==> src/logic/hef_map.vh <==
`ifndef HEF_MAP_VH
`define HEF_MAP_VH

// register addresses
`define HEF_ADDR_THRESH   5'h06
`define HEF_ADDR_POLES    5'h07
`define HEF_ADDR_STATUS   5'h1B

// frame opcodes
`define HEF_OP_READ       3'h2
`define HEF_OP_WRITE      3'h4

// frame layout, 16 bits msb first
`define HEF_FRAME_BITS    5'h10
`define HEF_OP_HI         15
`define HEF_OP_LO         13
`define HEF_AD_HI         12
`define HEF_AD_LO         8
`define HEF_DAT_HI        7
`define HEF_DAT_LO        0

// threshold register fields
`define HEF_LOW_THR_HI    5
`define HEF_LOW_THR_LO    3
`define HEF_HIGH_THR_HI   2
`define HEF_HIGH_THR_LO   0
`define HEF_THRESH_RST    8'h00
`define HEF_POLES_RST     8'h00

// status register bit positions
`define HEF_ST_HIGH       7
`define HEF_ST_LOW        6
`define HEF_ST_COPY_A     3
`define HEF_ST_COPY_B     2

// rising field thresholds in mT per 3-bit code
`define HEF_THR_0         8'h1A
`define HEF_THR_1         8'h29
`define HEF_THR_2         8'h38
`define HEF_THR_3         8'h46
`define HEF_THR_4         8'h54
`define HEF_THR_5         8'h62
`define HEF_THR_6         8'h70
`define HEF_THR_7         8'h7E
`define HEF_FIELD_HYS     8'h06

// commutation states per electrical cycle
`define HEF_STATES        6'h06
`define HEF_POLE_ONE      6'h01

// spurious low-flag pulse, angles in degrees, span in tenths
`define HEF_GL_DEG_0      44
`define HEF_GL_DEG_1      138
`define HEF_GL_DEG_2      224
`define HEF_GL_DEG_3      318
`define HEF_GL_SPAN_TENTH 15
`define HEF_DEG_FULL      360
`define HEF_TENTH_FULL    3600
`define HEF_CLK_NS        100
`define HEF_GL_PULSE_NS   1400
`define HEF_GL_GAP_NS     100000
`define HEF_LFSR_SEED     16'hACE1
`define HEF_LFSR_TAPS     16'hB400

`endif

==> src/logic/hef_top.v <==
// Summary of operation
// - status bits 7 and 6 hold field flags
// - field flags also driven on two pins
// - read data returned in next frame
// - low flag shows short spurious high pulses
// - pulses only near 44,138,224,318 degrees
// - spurious pulses at least 100 us apart
// - three 50 percent outputs, 120 electrical degrees apart
// - angle divided into steps per pole pairs
// - pole field plus one gives pole pairs
// - hysteresis on single-step commutation transitions
// - low threshold may exceed high threshold
// - flags show field outside threshold range
// - register 6 holds both 3-bit thresholds
`timescale 1ns/100ps
`include "hef_map.vh"

module hef_top #(
  parameter ANG_W   = 12,
  parameter UVW_HYS = 16
) (
  // clock and reset
  input  wire             i_mclk,
  input  wire             i_nrst,
  // sensor inputs, same clock domain
  input  wire [ANG_W-1:0] i_angle,
  input  wire [7:0]       i_field,
  // serial port pins
  input  wire             i_sck,
  input  wire             i_cs_n,
  input  wire             i_mosi,
  output wire             o_miso,
  output reg              o_miso_oe,
  // flag pins
  output reg              o_field_high_flag,
  output reg              o_field_low_flag,
  // commutation outputs
  output wire [2:0]       o_commutation_triplet
);
  localparam integer FULL     = 1 << ANG_W;
  // half window shrunk by half a count so centre rounding stays inside
  localparam integer GL_HALF  = (2 * `HEF_GL_SPAN_TENTH * FULL -
                                 `HEF_TENTH_FULL) /
                                (2 * `HEF_TENTH_FULL);
  localparam integer PULSE_CY = `HEF_GL_PULSE_NS / `HEF_CLK_NS;
  localparam integer GAP_CY   = (`HEF_GL_GAP_NS + `HEF_CLK_NS - 1) /
                                `HEF_CLK_NS;

  // synchronisers for the serial pins
  reg  [2:0]  sck_sync_reg;
  reg  [2:0]  cs_sync_reg;
  reg  [1:0]  mosi_sync_reg;
  // serial engine
  reg  [15:0] rx_reg;
  reg  [15:0] tx_reg;
  reg  [4:0]  cnt_reg;
  reg  [7:0]  resp_reg;
  reg  [7:0]  thresh_reg;
  reg  [7:0]  poles_reg;
  // field flag state
  reg         high_true_reg;
  reg         low_true_reg;
  reg  [15:0] lfsr_reg;
  reg  [3:0]  pulse_reg;
  reg  [9:0]  gap_reg;
  reg  [7:0]  status_reg;
  reg  [7:0]  rd_data;
  reg  [7:0]  thr_low_rise;
  reg  [7:0]  thr_high_rise;
  wire        sck_rise;
  wire        sck_fall;
  wire        cs_fall;
  wire        cs_active;
  wire [15:0] frame;
  wire [3:0]  near_win;
  wire        glitch;
  wire        low_pin;

  // rising thresholds from a 3-bit code
  function [7:0] thr_of;
    input [2:0] code;
    begin
      case (code)
        3'h0:    thr_of = `HEF_THR_0;
        3'h1:    thr_of = `HEF_THR_1;
        3'h2:    thr_of = `HEF_THR_2;
        3'h3:    thr_of = `HEF_THR_3;
        3'h4:    thr_of = `HEF_THR_4;
        3'h5:    thr_of = `HEF_THR_5;
        3'h6:    thr_of = `HEF_THR_6;
        default: thr_of = `HEF_THR_7;
      endcase
    end
  endfunction

  // pin synchronisers, first stage feeds only the second
  always @(posedge i_mclk) begin
    if (!i_nrst) begin
      sck_sync_reg  <= 3'h0;
      cs_sync_reg   <= 3'h7;
      mosi_sync_reg <= 2'h0;
    end else begin
      sck_sync_reg  <= {sck_sync_reg[1:0], i_sck};
      cs_sync_reg   <= {cs_sync_reg[1:0], i_cs_n};
      mosi_sync_reg <= {mosi_sync_reg[0], i_mosi};
    end
  end

  assign sck_rise  = sck_sync_reg[1] & ~sck_sync_reg[2];
  assign sck_fall  = ~sck_sync_reg[1] & sck_sync_reg[2];
  assign cs_fall   = ~cs_sync_reg[1] & cs_sync_reg[2];
  assign cs_active = ~cs_sync_reg[1];
  assign frame     = {rx_reg[14:0], mosi_sync_reg[1]};
  assign o_miso    = tx_reg[15];

  // readable value for an address
  always @* begin
    case (frame[`HEF_AD_HI:`HEF_AD_LO])
      `HEF_ADDR_THRESH: rd_data = thresh_reg;
      `HEF_ADDR_POLES:  rd_data = poles_reg;
      `HEF_ADDR_STATUS: rd_data = status_reg;
      default:          rd_data = 8'h00;
    endcase
  end

  // serial slave: sample on rising sck, shift out on falling
  always @(posedge i_mclk) begin
    if (!i_nrst) begin
      rx_reg     <= 16'h0000;
      tx_reg     <= 16'h0000;
      cnt_reg    <= 5'h00;
      resp_reg   <= 8'h00;
      thresh_reg <= `HEF_THRESH_RST;
      poles_reg  <= `HEF_POLES_RST;
      o_miso_oe  <= 1'b0;
    end else begin
      o_miso_oe <= cs_active;
      if (cs_fall) begin
        tx_reg  <= {resp_reg, 8'h00};
        cnt_reg <= 5'h00;
      end else if (cs_active) begin
        if (sck_rise && cnt_reg != `HEF_FRAME_BITS) begin
          rx_reg  <= frame;
          cnt_reg <= cnt_reg + 5'h01;
          if (cnt_reg == `HEF_FRAME_BITS - 5'h01) begin
            if (frame[`HEF_OP_HI:`HEF_OP_LO] == `HEF_OP_READ)
              resp_reg <= rd_data;
            else if (frame[`HEF_OP_HI:`HEF_OP_LO] == `HEF_OP_WRITE) begin
              // thresholds stored as given, in any order
              if (frame[`HEF_AD_HI:`HEF_AD_LO] == `HEF_ADDR_THRESH)
                thresh_reg <= frame[`HEF_DAT_HI:`HEF_DAT_LO];
              if (frame[`HEF_AD_HI:`HEF_AD_LO] == `HEF_ADDR_POLES)
                poles_reg <= frame[`HEF_DAT_HI:`HEF_DAT_LO];
            end
          end
        end
        if (sck_fall)
          tx_reg <= {tx_reg[14:0], 1'b0};
      end
    end
  end

  // thresholds taken from register 6 fields
  always @* begin
    thr_low_rise  = thr_of(thresh_reg[`HEF_LOW_THR_HI:`HEF_LOW_THR_LO]);
    thr_high_rise = thr_of(thresh_reg[`HEF_HIGH_THR_HI:`HEF_HIGH_THR_LO]);
  end

  // out-of-range detection with field hysteresis
  always @(posedge i_mclk) begin
    if (!i_nrst) begin
      high_true_reg <= 1'b0;
      low_true_reg  <= 1'b1;
    end else begin
      if (i_field >= thr_high_rise)
        high_true_reg <= 1'b1;
      else if (i_field < thr_high_rise - `HEF_FIELD_HYS)
        high_true_reg <= 1'b0;
      if (i_field < thr_low_rise - `HEF_FIELD_HYS)
        low_true_reg <= 1'b1;
      else if (i_field >= thr_low_rise)
        low_true_reg <= 1'b0;
    end
  end

  // angle windows around the four trouble spots
  genvar gi;
  generate
    for (gi = 0; gi < 4; gi = gi + 1) begin : g_win
      localparam integer DEG = (gi == 0) ? `HEF_GL_DEG_0 :
                               (gi == 1) ? `HEF_GL_DEG_1 :
                               (gi == 2) ? `HEF_GL_DEG_2 : `HEF_GL_DEG_3;
      localparam integer     CTR_I = (DEG * FULL + `HEF_DEG_FULL / 2) /
                                     `HEF_DEG_FULL;
      localparam [ANG_W-1:0] CTR   = CTR_I[ANG_W-1:0];
      localparam [ANG_W-1:0] HLF   = GL_HALF[ANG_W-1:0];
      wire [ANG_W-1:0] diff = i_angle - CTR;
      assign near_win[gi] = (diff <= HLF) || (diff >= ~HLF + 1'b1);
    end
  endgenerate

  assign glitch  = (pulse_reg != 4'h0);
  assign low_pin = low_true_reg | glitch;

  // pseudo-random spurious pulse generator with spacing
  always @(posedge i_mclk) begin
    if (!i_nrst) begin
      lfsr_reg  <= `HEF_LFSR_SEED;
      pulse_reg <= 4'h0;
      gap_reg   <= 10'h000;
    end else begin
      lfsr_reg <= lfsr_reg[0] ? (lfsr_reg >> 1) ^ `HEF_LFSR_TAPS
                              : (lfsr_reg >> 1);
      if (gap_reg != 10'h000)
        gap_reg <= gap_reg - 10'h001;
      if (pulse_reg != 4'h0)
        pulse_reg <= pulse_reg - 4'h1;
      if (gap_reg == 10'h000 && (|near_win) && lfsr_reg[3:0] == 4'h0) begin
        pulse_reg <= PULSE_CY[3:0];
        gap_reg   <= GAP_CY[9:0] - 10'h001;
      end
    end
  end

  // flag pins and status byte
  always @(posedge i_mclk) begin
    if (!i_nrst) begin
      o_field_high_flag <= 1'b0;
      o_field_low_flag  <= 1'b1;
      status_reg        <= 8'h40;
    end else begin
      o_field_high_flag <= high_true_reg;
      o_field_low_flag  <= low_pin;
      status_reg                 <= 8'h00;
      status_reg[`HEF_ST_HIGH]   <= high_true_reg;
      status_reg[`HEF_ST_LOW]    <= low_pin;
      status_reg[`HEF_ST_COPY_A] <= ~low_true_reg;
      status_reg[`HEF_ST_COPY_B] <= ~low_true_reg;
    end
  end

  // commutation triplet generator
  hef_uvw #(
    .ANG_W (ANG_W),
    .HYS   (UVW_HYS)
  ) u_uvw (
    .i_mclk                (i_mclk),
    .i_nrst                (i_nrst),
    .i_angle               (i_angle),
    .i_pole_pair_count     (poles_reg[2:0]),
    .o_commutation_triplet (o_commutation_triplet)
  );
endmodule

==> src/logic/hef_uvw.v <==
`timescale 1ns/100ps
`include "hef_map.vh"

module hef_uvw #(
  parameter ANG_W = 12,
  parameter HYS   = 16
) (
  // clock and reset
  input  wire             i_mclk,
  input  wire             i_nrst,
  // angle and configuration
  input  wire [ANG_W-1:0] i_angle,
  input  wire [2:0]       i_pole_pair_count,
  // commutation triplet u, v, w
  output reg  [2:0]       o_commutation_triplet
);
  localparam PW = ANG_W + 6;

  reg  [5:0]    sect_reg;
  reg  [5:0]    sect_next;
  reg  [2:0]    pat;
  wire [5:0]    n_states;
  wire [PW-1:0] pos;
  wire [5:0]    cand;
  wire [ANG_W-1:0] frac;
  wire [5:0]    up;
  wire [5:0]    dn;
  wire [5:0]    phase;

  // states per revolution: six per pole pair
  assign n_states = ({3'h0, i_pole_pair_count} + `HEF_POLE_ONE) *
                    `HEF_STATES;
  // scale angle into step units
  assign pos  = {6'h00, i_angle} * {{ANG_W{1'b0}}, n_states};
  assign cand = pos[PW-1:ANG_W];
  assign frac = pos[ANG_W-1:0];
  assign up   = (sect_reg == n_states - 6'h01) ? 6'h00 : sect_reg + 6'h01;
  assign dn   = (sect_reg == 6'h00) ? n_states - 6'h01 : sect_reg - 6'h01;

  // single steps only once past the boundary by the hysteresis margin, larger jumps at once
  always @* begin
    sect_next = sect_reg;
    if (cand != sect_reg) begin
      if (cand == up) begin
        if (frac >= HYS[ANG_W-1:0])
          sect_next = cand;
      end else if (cand == dn) begin
        if (frac <= ~HYS[ANG_W-1:0])
          sect_next = cand;
      end else begin
        sect_next = cand; // large jump or pole change
      end
    end
  end

  assign phase = sect_reg % `HEF_STATES;

  // one output changes per step, order follows direction
  always @* begin
    case (phase)
      6'h00:   pat = 3'h4;
      6'h01:   pat = 3'h6;
      6'h02:   pat = 3'h2;
      6'h03:   pat = 3'h3;
      6'h04:   pat = 3'h1;
      6'h05:   pat = 3'h5;
      default: pat = 3'h4;
    endcase
  end

  // sector and triplet registers
  always @(posedge i_mclk) begin
    if (!i_nrst) begin
      sect_reg              <= 6'h00;
      o_commutation_triplet <= 3'h4;
    end else begin
      sect_reg              <= sect_next;
      o_commutation_triplet <= pat;
    end
  end
endmodule

==> config.mk <==
export PLATFORM = sky130hd
export DESIGN_NAME = hef_top
export DESIGN_NICKNAME = d
export VERILOG_FILES = /design/src/logic/hef_top.v /design/src/logic/hef_uvw.v
export VERILOG_INCLUDE_DIRS = /design/src /design/src/logic
export SDC_FILE = /design/constraint.sdc
export NUM_CORES = 1
export LEC_CHECK = 0
export ABC_CLOCK_PERIOD_IN_PS = 6500
export CAP_MARGIN = 10
export CORE_ASPECT_RATIO = 1.1
export CORE_MARGIN = 3
export CORE_UTILIZATION = 43
export CTS_CLUSTER_DIAMETER = 30
export DETAILED_ROUTE_END_ITERATION = 7
export DONT_BUFFER_PORTS = 1
export SYNTH_ARGS = -nofsm -noshare
export SYNTH_HDL_FRONTEND = slang
export SYNTH_SLANG_ARGS = --single-unit
==> constraint.sdc <==
create_clock -name i_mclk -period 6.5 [get_ports i_mclk]
set_input_delay 1.3 -clock i_mclk [delete_from_list [all_inputs] [get_ports i_mclk]]
set_output_delay 1.3 -clock i_mclk [all_outputs]
set_load 0.01 [all_outputs]
==> results of run 1 <==
-- final timing paths --
kind / endpoint / depth (start not counted)
hold / removal: lfsr_reg[7] / 1
setup reg to reg: u_uvw.sect_reg[5] / 24
hold reg to reg: lfsr_reg[7] / 1
setup / recovery: u_uvw.sect_reg[5] / 24
-- stage by stage --
stage          utilization (%)   TNS, ns  hold slack [ns]  std cells  total power (W)
5_1_grt                   49.9   -0.0259            0.428       1279          0.00201
6_report                  49.9         0            0.409       1279          0.00188
3_5_place_dp              47.3    -0.267            0.392       1256          0.00132
2_1_floorplan                -         0            0.386       1021          0.00122
4_1_cts                   49.1         0            0.409       1273          0.00189
3_3_place_gp              47.3  -0.00376            0.392       1256          0.00132
-- layout make-up --
class / count / area [um2] / area share [%]
multi-input combinational: 789 / 5980 / 63.9
sequential: 105 / 2100 / 22.5
tap: 243 / 304 / 3.25
clock buffer: 10 / 229 / 2.45
timing repair buffer: 45 / 363 / 3.88
inverter: 81 / 304 / 3.25
clock inverter: 6 / 73.8 / 0.789
-- routing by layer --
| layer | track usage, % | vias up |
|---|---|---|
| met5 | 0 | - |
| met4 | 4.38 | 0 |
| met3 | 2.17 | 15 |
| met2 | 29.5 | 63 |
| met1 | 22.6 | 3185 |
| li1 | - | 3495 |
-- layout by cell type (no fill, tap or decap), types with 29 or more instances in the layout --
master and instances:
sky130_fd_sc_hd__mux2i_1 44, sky130_fd_sc_hd__a21oi_1 71, sky130_fd_sc_hd__dfxtp_1 104, sky130_fd_sc_hd__nor2b_1 29
sky130_fd_sc_hd__xnor2_1 39, sky130_fd_sc_hd__inv_1 78, sky130_fd_sc_hd__nand2b_1 29, sky130_fd_sc_hd__ha_1 75
sky130_fd_sc_hd__o21ai_0 31, sky130_fd_sc_hd__and2_1 32, sky130_fd_sc_hd__nor2_1 82, sky130_fd_sc_hd__buf_4 43
sky130_fd_sc_hd__fa_1 30, sky130_fd_sc_hd__nand2_1 93
-- worst register-to-register path, delay by kind of cell, from the launching register on --
kind / cells / cell delay [ns]
AOI/OAI and AO/OA: 4 / 1.13
DFF: 1 / 0.37
xor gates and xnor gates: 3 / 0.46
buffers and inverters: 5 / 0.51
adders and majority gates: 6 / 2.48
and+or+nand+nor: 6 / 1.21
-- report_power, final --
part           switching [W]  internal, W
clock               0.000251     0.000305
sequential         0.0000491     0.000693
combinational       0.000311     0.000275
total               0.000611      0.00127
-- cells by family (layout without fill, tap and decap cells) --
| group | count (synthesis) | in the layout | share of synthesized area (%) |
|---|---|---|---|
| AO/OA/AOI/OAI | 191 | 191 | 14.5 |
| XOR/XNOR | 66 | 66 | 7.23 |
| adder cells (fa/ha/maj) | 110 | 110 | 19.2 |
| buffers and inverters | 127 | 142 | 5.80 |
| flip-flops | 105 | 105 | 25.1 |
| multiplexers | 47 | 47 | 5.66 |
| other | 1 | 2 | 0.0448 |
| AND/OR/NAND/NOR | 373 | 373 | 22.5 |
-- what timing repair did --
action	in CTS	in global routing
buffers inserted	1	6
setup endpoints to repair	6	6
pin swaps	1	12
resized for setup	3	20
==> summary by stage, run 1 <==
Floorplanning
For this configuration, the core starts out at a cell density of 44.7%. The boundary pin count is 32. The horizontal die dimension is 139 um. The die is 152 um tall. The core box area is 18700 um2. The floorplan has 52 rows. The overall die area is 21200 um2.

Detailed routing
The first-pass iteration count of the detailed router is 7. After detailed routing, the wire length on met1 is 8550 um. The final antenna-violating net count is 0. Detailed routing placed a total of 8870 um of wire on met2. The number of vias after detailed routing is 6758. The sum of met3 wire segment lengths after detailed routing is 434 um. The total routed wirelength is 18100 um.

The highest routed metal layer is met4. The via-per-instance ratio is 5.28. Dividing the detail-routed wire length by the instance count gives 14.1 um. The violation count after the first detailed-route iteration is 257.

After detailed routing, the number of remaining DRC violations is 0.

Critical path
Setup slack on the worst reg-to-reg path comes out at 0.29 ns. The critical path data arrival time is 6.47 ns. The critical register-to-register path startpoint is poles_reg[0]. The endpoint kind of the worst setup timing path is a flip-flop. The number of buffers and inverters on the critical path is 5.

The master of the slowest instance on the critical path is sky130_fd_sc_hd__fa_1. The critical path launch point type is a flip-flop. The worst setup path is of the flip-flop to flip-flop kind.

Traced cell by cell, the critical path runs through ha_4, xor2_4, inv_1, fa_2, buf_4, xor2_2, nor2_1, fa_1, fa_1, inv_1, fa_1, inv_1, ha_1, buf_4, o211ai_1, o211ai_1, a2111oi_2, nor4_4, xnor2_1, nor4_1, nor3_1, or3_1, and3_4, a211oi_2. The data required time at the worst endpoint is 6.76 ns. The family with the most delay on the worst path is adder cells. The first element of the critical path is poles_reg[0]. The stage delay of the slowest cell on the critical path is 0.56 ns. In this run the worst path has a maximum fanout of 6.

Placed design
The detailed-placement wirelength estimate is 13700 um. OpenSTA, run right after detailed placement, puts the worst setup slack at -0.0628 ns. The routability congestion estimate is 0.838. The number of port buffers is 0. In this run the cell area measured after placement is 8860 um2.

STA
The final count of negative-setup-slack endpoints is 0. Of the available clock period, the critical path in the final layout requires 95.5%. The shortest clock period the worst path allows after layout is 6.21 ns. The number of hold-slack violations in the final timing report was 0. The largest clock skew in the final design is 0.0152 ns. The total count of max-transition violations in the final report is 0. In this run the tightest slew margin relative to its limit is 28.1%. At the pin with the least slew margin, the transition time is 1.08 ns. Once routing completed, OpenROAD measured the worst setup slack at 0.295 ns. The peak clock frequency supported by timing is 0.161 GHz.

CTS
No sink is reached through more buffers than the 2 on the longest clock path. The clock insertion delay at the later pin of the skew report is 0.35 ns. The clock transition at the register clock pins on the worst setup and hold paths after CTS is 0.07 ns. TritonCTS built the clock tree. The clock root buffer is sky130_fd_sc_hd__clkbuf_16.

The number of buffers inserted by hold repair at cts is 0. CTS built an H-tree with a depth of 3. The clock net sink count is 105. The number of clock buffers added by TritonCTS is 9.

Synth
The library cell with the highest instance count after synthesis is sky130_fd_sc_hd__dfxtp_1. The number of distinct library cells after synthesis is 72. In this run the mean area of a mapped cell was 8.21 um2. The number of warnings printed during yosys synthesis is 0. The dominant synthesized flop cell is sky130_fd_sc_hd__dfxtp_1. The largest total area in the synthesized netlist belongs to sky130_fd_sc_hd__dfxtp_1.

Sorting the synthesized cells by area gives the leading types as sky130_fd_sc_hd__dfxtp_1, sky130_fd_sc_hd__ha_1, sky130_fd_sc_hd__fa_1. The number of enable flip-flop cells after synthesis is 0. The proportion of synthesized chip area in sequential cells is 25.1%. The post-synthesis instance total is 1020. Of all flip-flops after synthesis, the portion carrying an async set or reset was 0%. Of the post-synthesis cell area, the dominant cell type holds 25.1%. In this run the cell area of the synthesized design comes to 8380 um2. Sorting the synthesized cells by how often they occur yields sky130_fd_sc_hd__dfxtp_1, sky130_fd_sc_hd__nand2_1, sky130_fd_sc_hd__nor2_1.

The synthesis-stage register bit count is 105.

Global routing
Entering global routing, the biggest net connects 48 pins. After global routing the overflow that remains totals 0. The first global-routing pass estimated 31200 um of wire. The via count of the first global-routing pass was 6552. The total global routing track utilization is 17.1%. The initial antenna violation count is 0.

Cells and area
The proportion of layout cells with a drive suffix above 1 is 9.36%. At the end of the flow, the number of nets in the layout was 1166. Relative to the synthesized area, the layout overhead comes to 11.7%.

The antenna cell count is 0. The register with the most flip-flops in the layout has 16 of them. The final cell area excluding filler cells is 9350 um2.

The number of fillers in the final layout is 1849.

Power and ir drop
The leakage power total is 3.95 nW. The worst ir drop on vdd is 129 uV. For this design the ratio of total power to cell area is 201 nW/um2.

Status
The run finished with clean final reports.

Min path
The beginning of the worst hold path is lfsr_reg[8]. The tightest min-delay check is of the flip-flop to flip-flop type.

Flow run
The max-cap violation count is 0.
No activity file was read; power rests on OpenSTA's default activity.
==> run 2, diff against run 1 <==
- CELL_PAD_IN_SITES_DETAIL_PLACEMENT: default -> 0
- CELL_PAD_IN_SITES_GLOBAL_PLACEMENT: default -> 1
- PLACE_DENSITY_LB_ADDON: default -> 0.1
==> summary by stage, run 2 (synthesis gave the netlist of run 1 again) <==
Status
The flow ran to the end, and the final reports show no timing, DRC or antenna violations.

Critical path
The register-to-register setup slack is 0.26 ns (-0.04 ns). The maximum fanout count along the critical path is 7 (+1). The most repeated library cell on the critical path is sky130_fd_sc_hd__buf_4. On the critical path, the stage with the largest delay is an instance of sky130_fd_sc_hd__fa_1. The stage delay of the slowest cell on the critical path is 0.54 ns (-0.02 ns).

The critical path launch point type is a flip-flop. The number of buffers and inverters on the critical path was 5 (unchanged). The family with the most delay on the worst path is adder cells. The critical path is of the flip-flop to flip-flop type. The endpoint of the worst register-to-register path is u_uvw.sect_reg[5]. The critical path data arrival time was 6.51 ns (+0.04 ns). The worst register-to-register path begins at poles_reg[0]. The endpoint kind of the worst setup timing path is a flip-flop. The data required time at the worst endpoint was 6.77 ns (about the same). The number of cells on the worst reg-to-reg path is 26 (+8.3%).

Cells and area
The proportion of layout cells with a drive suffix above 1 was 10.9% (+1.5 points). In the layout the commonest cells are sky130_fd_sc_hd__dfxtp_1, sky130_fd_sc_hd__nand2_1, sky130_fd_sc_hd__nor2_1. The final-stage net count is 1175 (+0.77%).

The utilization after layout is 50.5% (+0.54 points). The most common cell after layout, fill and taps aside is sky130_fd_sc_hd__dfxtp_1. The antenna cell count is 0 (unchanged). The number of fillers in the final layout is 1865 (+0.87%). The final cell area excluding filler cells is 9460 um2 (+1.1%). The flip-flop count of the largest register after layout is 16 (unchanged).

Relative to the synthesized area, the layout overhead comes to 12.9%.

CTS
The clock net sink count is 105 (unchanged). The CTS buffer count was 9 (unchanged). The number of levels in the clock H-tree was 3 (unchanged). The maximum clock path buffer count is 2 (unchanged). The clock insertion delay at the later pin of the skew report came to 0.35 ns (about the same). The clock transition at the register clock pins on the worst setup and hold paths after CTS came to 0.07 ns (about the same).

The CTS tree is yes. The clock root buffer is sky130_fd_sc_hd__clkbuf_16. The number of buffers inserted by hold repair at cts is 0 (unchanged).

Global routing
The largest net degree at the start of global routing is 37 (-23%). The total global routing track utilization was 17.7% (+0.66 points). The via count of the first global-routing pass was 6636 (+1.3%). The initial antenna violation count was 0 (unchanged).

The overflow left after global routing was 0 (unchanged). The global-route wire length before repair is 32200 um (+3.2%).

Detailed routing
The first-pass iteration count of the detailed router is 4 (-3). The number of remaining DRC errors was 0 (unchanged). The via-per-instance ratio is 5.27 (-0.27%).

The total routed wirelength is 18800 um (+4.4%). The mean routed wirelength per cell is 14.6 um (+3.7%). The final antenna-violating net count was 0 (unchanged). The number of vias after detailed routing is 6787 (+0.43%). The violation count after the first detailed-route iteration came to 253 (-1.6%).

Placed design
The post-detailed-placement cell area was 8930 um2 (+0.79%). The detailed-placement wirelength estimate is 14500 um (+5.8%). The pre-CTS setup slack is -0.161 ns (-0.0977 ns). The number of port buffers is 0 (unchanged). The routability congestion estimate came to 0.857 (+2.3%).

Floorplanning
The core box area is 18700 um2 (unchanged). The die extent in y is 152 um (unchanged). The boundary pin count is 32 (unchanged).

The horizontal die dimension came to 139 um (unchanged). The initial standard-cell utilization of the core is 44.7% (unchanged). The overall die area is 21200 um2 (unchanged).

The count of standard-cell rows is 52 (unchanged).

Min path
The beginning of the worst hold path is lfsr_reg[8]. The worst min-delay path category is flip-flop to flip-flop. The sink of the worst hold path is lfsr_reg[7]. The cell depth of the worst min-delay path is 1 (unchanged).

STA
The peak clock frequency supported by timing came to 0.160 GHz (-0.58%). The worst-case setup margin in the final layout was 0.259 ns (-0.0363 ns). The sum of negative setup slack is 0 ns (unchanged). The number of hold-slack violations in the final timing report is 0 (unchanged). The actual transition at the worst max-transition pin was 1.04 ns (-0.0341 ns). The shortest clock period the worst path allows after layout is 6.24 ns (+0.0363 ns). The final count of negative-setup-slack endpoints came to 0 (unchanged).

The fraction of the cycle the final worst path needs is 96.0% (+0.56 points). The relative slew slack is 30.3% (+2.3 points). The largest clock skew in the final design is 0.0150 ns (-0.000202 ns).

The total count of max-transition violations in the final report is 0 (unchanged).

Power and ir drop
The total power of the final layout is 0.00190 W (+1.0%). The worst ir drop on vdd is 130 uV (+1.0%). The cell area power density came to 201 nW/um2 (about the same). The leakage power total is 4.01 nW (+1.5%).

Flow run
The max-cap violation count is 0 (unchanged).
[run 2: worst max-delay path by stage]
stage	to	from	cells after the start	slack, ns
floorplan	u_uvw.sect_reg[5]	poles_reg[0]	28	0.02
global placement	u_uvw.sect_reg[5]	poles_reg[0]	24	-0.11
detailed placement	u_uvw.sect_reg[5]	poles_reg[0]	24	-0.16
CTS	u_uvw.sect_reg[5]	poles_reg[0]	26	0.07
global route	u_uvw.sect_reg[5]	poles_reg[0]	26	-0.006
finish	u_uvw.sect_reg[5]	poles_reg[0]	26	0.26
[run 2: per-stage QoR]
| step | cells | hold WS, ns |
|---|---|---|
| global placement | 1267 | 0.389 |
| detailed placement | 1267 | 0.392 |
| finish | 1288 | 0.409 |
| floorplan | 1021 | 0.386 |
| global route | 1288 | 0.417 |
| CTS | 1285 | 0.411 |
[run 2: metal layers]
metal  up-vias  track usage (%)  wire length (um)  part of all wire [%]
met3        19             1.98               310                   1.6
met5         -                0                 0                     0
li1       3523                -                 -                     -
met1      3204             23.1              8830                    47
met2        41             31.3              9410                    50
met4         0             4.57               308                   1.6
[run 2: cell type report]
class / count / area, um2 / area share, %
multi-input cells: 789 / 6020 / 63.7
well taps: 243 / 304 / 3.22
clock inverters: 7 / 87.6 / 0.926
repair buffers: 54 / 405 / 4.29
inverters: 81 / 304 / 3.22
clock buffers: 9 / 225 / 2.38
flip-flops and latches: 105 / 2110 / 22.3
[run 2: what timing repair did]
item                       in CTS  in global routing
setup buffers                   2                  3
gates resized for setup         5                 25
setup endpoints to repair       6                  6
pin swaps                       1                 20
[run 2: report_power, final]
group	internal (W)	switching (W)
Clock	0.000307	0.000253
Sequential	0.000692	0.0000498
Combinational	0.000277	0.000325
==> run 3, diff against run 2 <==
- CTS_BUF_LIST: default -> sky130_fd_sc_hd__clkbuf_8
==> summary by stage, run 3 (synthesis gave the netlist of run 1 again) <==
Floorplanning
The overall die area was 21200 um2 (unchanged). The horizontal die dimension is 139 um (unchanged). The initial standard-cell utilization of the core was 44.7% (unchanged). The die extent in y was 152 um (unchanged). The count of standard-cell rows came to 52 (unchanged). The core box area is 18700 um2 (unchanged).

The boundary pin count is 32 (unchanged).

CTS
The CTS buffer count was 9 (unchanged). The CTS tree is yes. The clock root buffer is sky130_fd_sc_hd__clkbuf_8. The maximum clock path buffer count is 2 (unchanged). The clock net sink count is 105 (unchanged). The clock transition at the register clock pins on the worst setup and hold paths after CTS came to 0.11 ns (+0.04 ns). The number of buffers inserted by hold repair at cts is 0 (unchanged). The clock insertion delay at the later pin of the skew report came to 0.38 ns (+0.03 ns). The number of levels in the clock H-tree was 3 (unchanged).

Critical path
The data required time at the worst endpoint was 6.80 ns (+0.03 ns). The critical path launch point type is a flip-flop. Walking the worst path, the cells encountered are ha_4, xor2_4, inv_1, fa_2, xnor2_2, buf_4, and2_1, fa_1, fa_1, inv_1, fa_1, inv_1, ha_1, a21oi_2, nand2_1, or2_2, buf_4, a311oi_4, nand3_1, o31ai_2, o211ai_1, or3_4, and3_4, a211oi_2. The endpoint kind of the worst setup timing path is a flip-flop. The stage delay of the slowest cell on the critical path is 0.55 ns (about the same). The critical path data arrival time was 6.52 ns (about the same). The master of the slowest instance on the critical path is sky130_fd_sc_hd__fa_1. The path type of the worst setup path is flip-flop to flip-flop.

The number of cells on the worst reg-to-reg path is 24 (-7.7%). The maximum fanout count along the critical path is 9 (+2).

Global routing
The global-route wire length before repair is 32300 um (+0.13%). The overflow left after global routing is 0 (unchanged). The fraction of met3 tracks used by global routing is 1.79% (-0.19 points). The total global routing track utilization is 17.8% (+0.020 points). The initial antenna violation count is 0 (unchanged).

The met1 layer usage reported by global route is 23.0% (-0.12 points). The largest net degree at the start of global routing is 37 (unchanged). The global-route track usage on met2 came to 31.7% (+0.35 points). The via count of the first global-routing pass came to 6644 (+0.12%).

The peak-usage layer in the global routing report is met2.

Detailed routing
The first-pass iteration count of the detailed router is 4 (unchanged). The final antenna-violating net count is 0 (unchanged). The number of vias after detailed routing is 6771 (-0.24%). The violation count after the first detailed-route iteration was 245 (-3.2%). The total routed wirelength is 18900 um (+0.30%). The mean routed wirelength per cell is 14.7 um (+0.45%). The number of remaining DRC errors is 0 (unchanged).

The via-per-instance ratio is 5.27 (about the same).

Status
The run finished with clean final reports.

Placed design
The cell total after placement was 1267 (unchanged). The detailed-placement wirelength estimate is 14500 um (unchanged). The number of port buffers came to 0 (unchanged). The pre-CTS setup slack is -0.161 ns (unchanged). The routability congestion estimate was 0.857 (unchanged). The post-detailed-placement cell area is 8930 um2 (unchanged).

STA
The fraction of the cycle the final worst path needs was 95.7% (-0.30 points). The relative slew slack is 30.1% (-0.28 points). The worst-case setup margin in the final layout came to 0.278 ns (+0.0196 ns). The actual transition at the worst max-transition pin is 1.05 ns (+0.00421 ns). The largest clock skew in the final design is 0.0260 ns (+0.0111 ns).

The total count of max-transition violations in the final report is 0 (unchanged). The peak clock frequency supported by timing is 0.161 GHz (+0.32%). The number of hold-slack violations in the final timing report came to 0 (unchanged).

The final count of negative-setup-slack endpoints is 0 (unchanged). The shortest clock period the worst path allows after layout came to 6.22 ns (-0.0196 ns). The final-layout worst hold slack is 0.418 ns (+0.00884 ns).

Min path
The cell depth of the worst min-delay path is 1 (unchanged). The worst min-delay path category is flip-flop to flip-flop.

Cells and area
The antenna cell count is 0 (unchanged). The post-synthesis to final-layout area growth is 11.4%. The final-stage net count is 1173 (-0.17%). In the layout the commonest cells are sky130_fd_sc_hd__dfxtp_1, sky130_fd_sc_hd__nand2_1, sky130_fd_sc_hd__nor2_1. The post-layout instance count excluding filler cells came to 1286 (-0.16%). The proportion of layout cells with a drive suffix above 1 is 10.6% (-0.27 points).

The flip-flop count of the largest register after layout is 16 (unchanged). The most common cell after layout, fill and taps aside is sky130_fd_sc_hd__dfxtp_1. The final cell area excluding filler cells is 9340 um2 (-1.3%).

Power and ir drop
The worst ir drop on vdd was 97.1 uV (-26%). The leakage power total is 3.95 nW (-1.4%). The cell area power density came to 189 nW/um2 (-5.9%). The total power of the final layout is 0.00177 W (-7.1%).

Flow run
The max-cap violation count is 0 (unchanged).
run 3: cell type report:
cell class,count,area [um2]
Tap cell,243,304
Sequential cell,105,2110
Multi-Input combinational cell,789,6020
Fill cell,1881,9400
Inverter,81,304
Clock inverter,7,87.6
Timing Repair Buffer,52,390
Clock buffer,9,124
run 3: worst paths after layout:
path           startpoint                 to  slack, ns
min reg2reg   lfsr_reg[8]        lfsr_reg[7]       0.42
max reg2reg  poles_reg[0]  u_uvw.sect_reg[5]       0.28
min           lfsr_reg[8]        lfsr_reg[7]       0.42
max          poles_reg[0]  u_uvw.sect_reg[5]       0.28
run 3: power breakdown:
group / internal [W] / switching, W
sequential: 0.000692 / 0.0000499
combinational: 0.000276 / 0.000326
clock: 0.000186 / 0.000239
total: 0.00115 / 0.000614
run 3: metal layers:
metal  routed length (um)  part of all wire (%)
met5                    0                     0
met4                  281                   1.5
met3                  305                   1.6
met2                 9510                    50
met1                 8810                    47
run 3: repair_timing:
item                                   CTS  global route
buffers inserted                         2             1
endpoints found under the hold margin    0             0
pin swaps                                1            19
setup endpoints to repair                6             6
resized for setup                        4            25
run 3: worst max-delay path, delay by kind of cell, from the launching register on:
| kind | cells | cell delay, ns |
|---|---|---|
| AND/OR/NAND/NOR | 6 | 1.36 |
| buffers and inverters | 5 | 0.52 |
| XOR/XNOR | 2 | 0.35 |
| flip-flops | 1 | 0.38 |
| AO/OA/AOI/OAI | 5 | 1.06 |
| adder cells (fa/ha/maj) | 6 | 2.49 |
run 3: through the flow:
stage,setup TNS [ns],utilization (%)
2_1_floorplan,0,-
3_3_place_gp,-0.472,47.7
3_5_place_dp,-0.797,47.7
4_1_cts,0,49.0
5_1_grt,-0.122,49.8
6_report,0,49.8
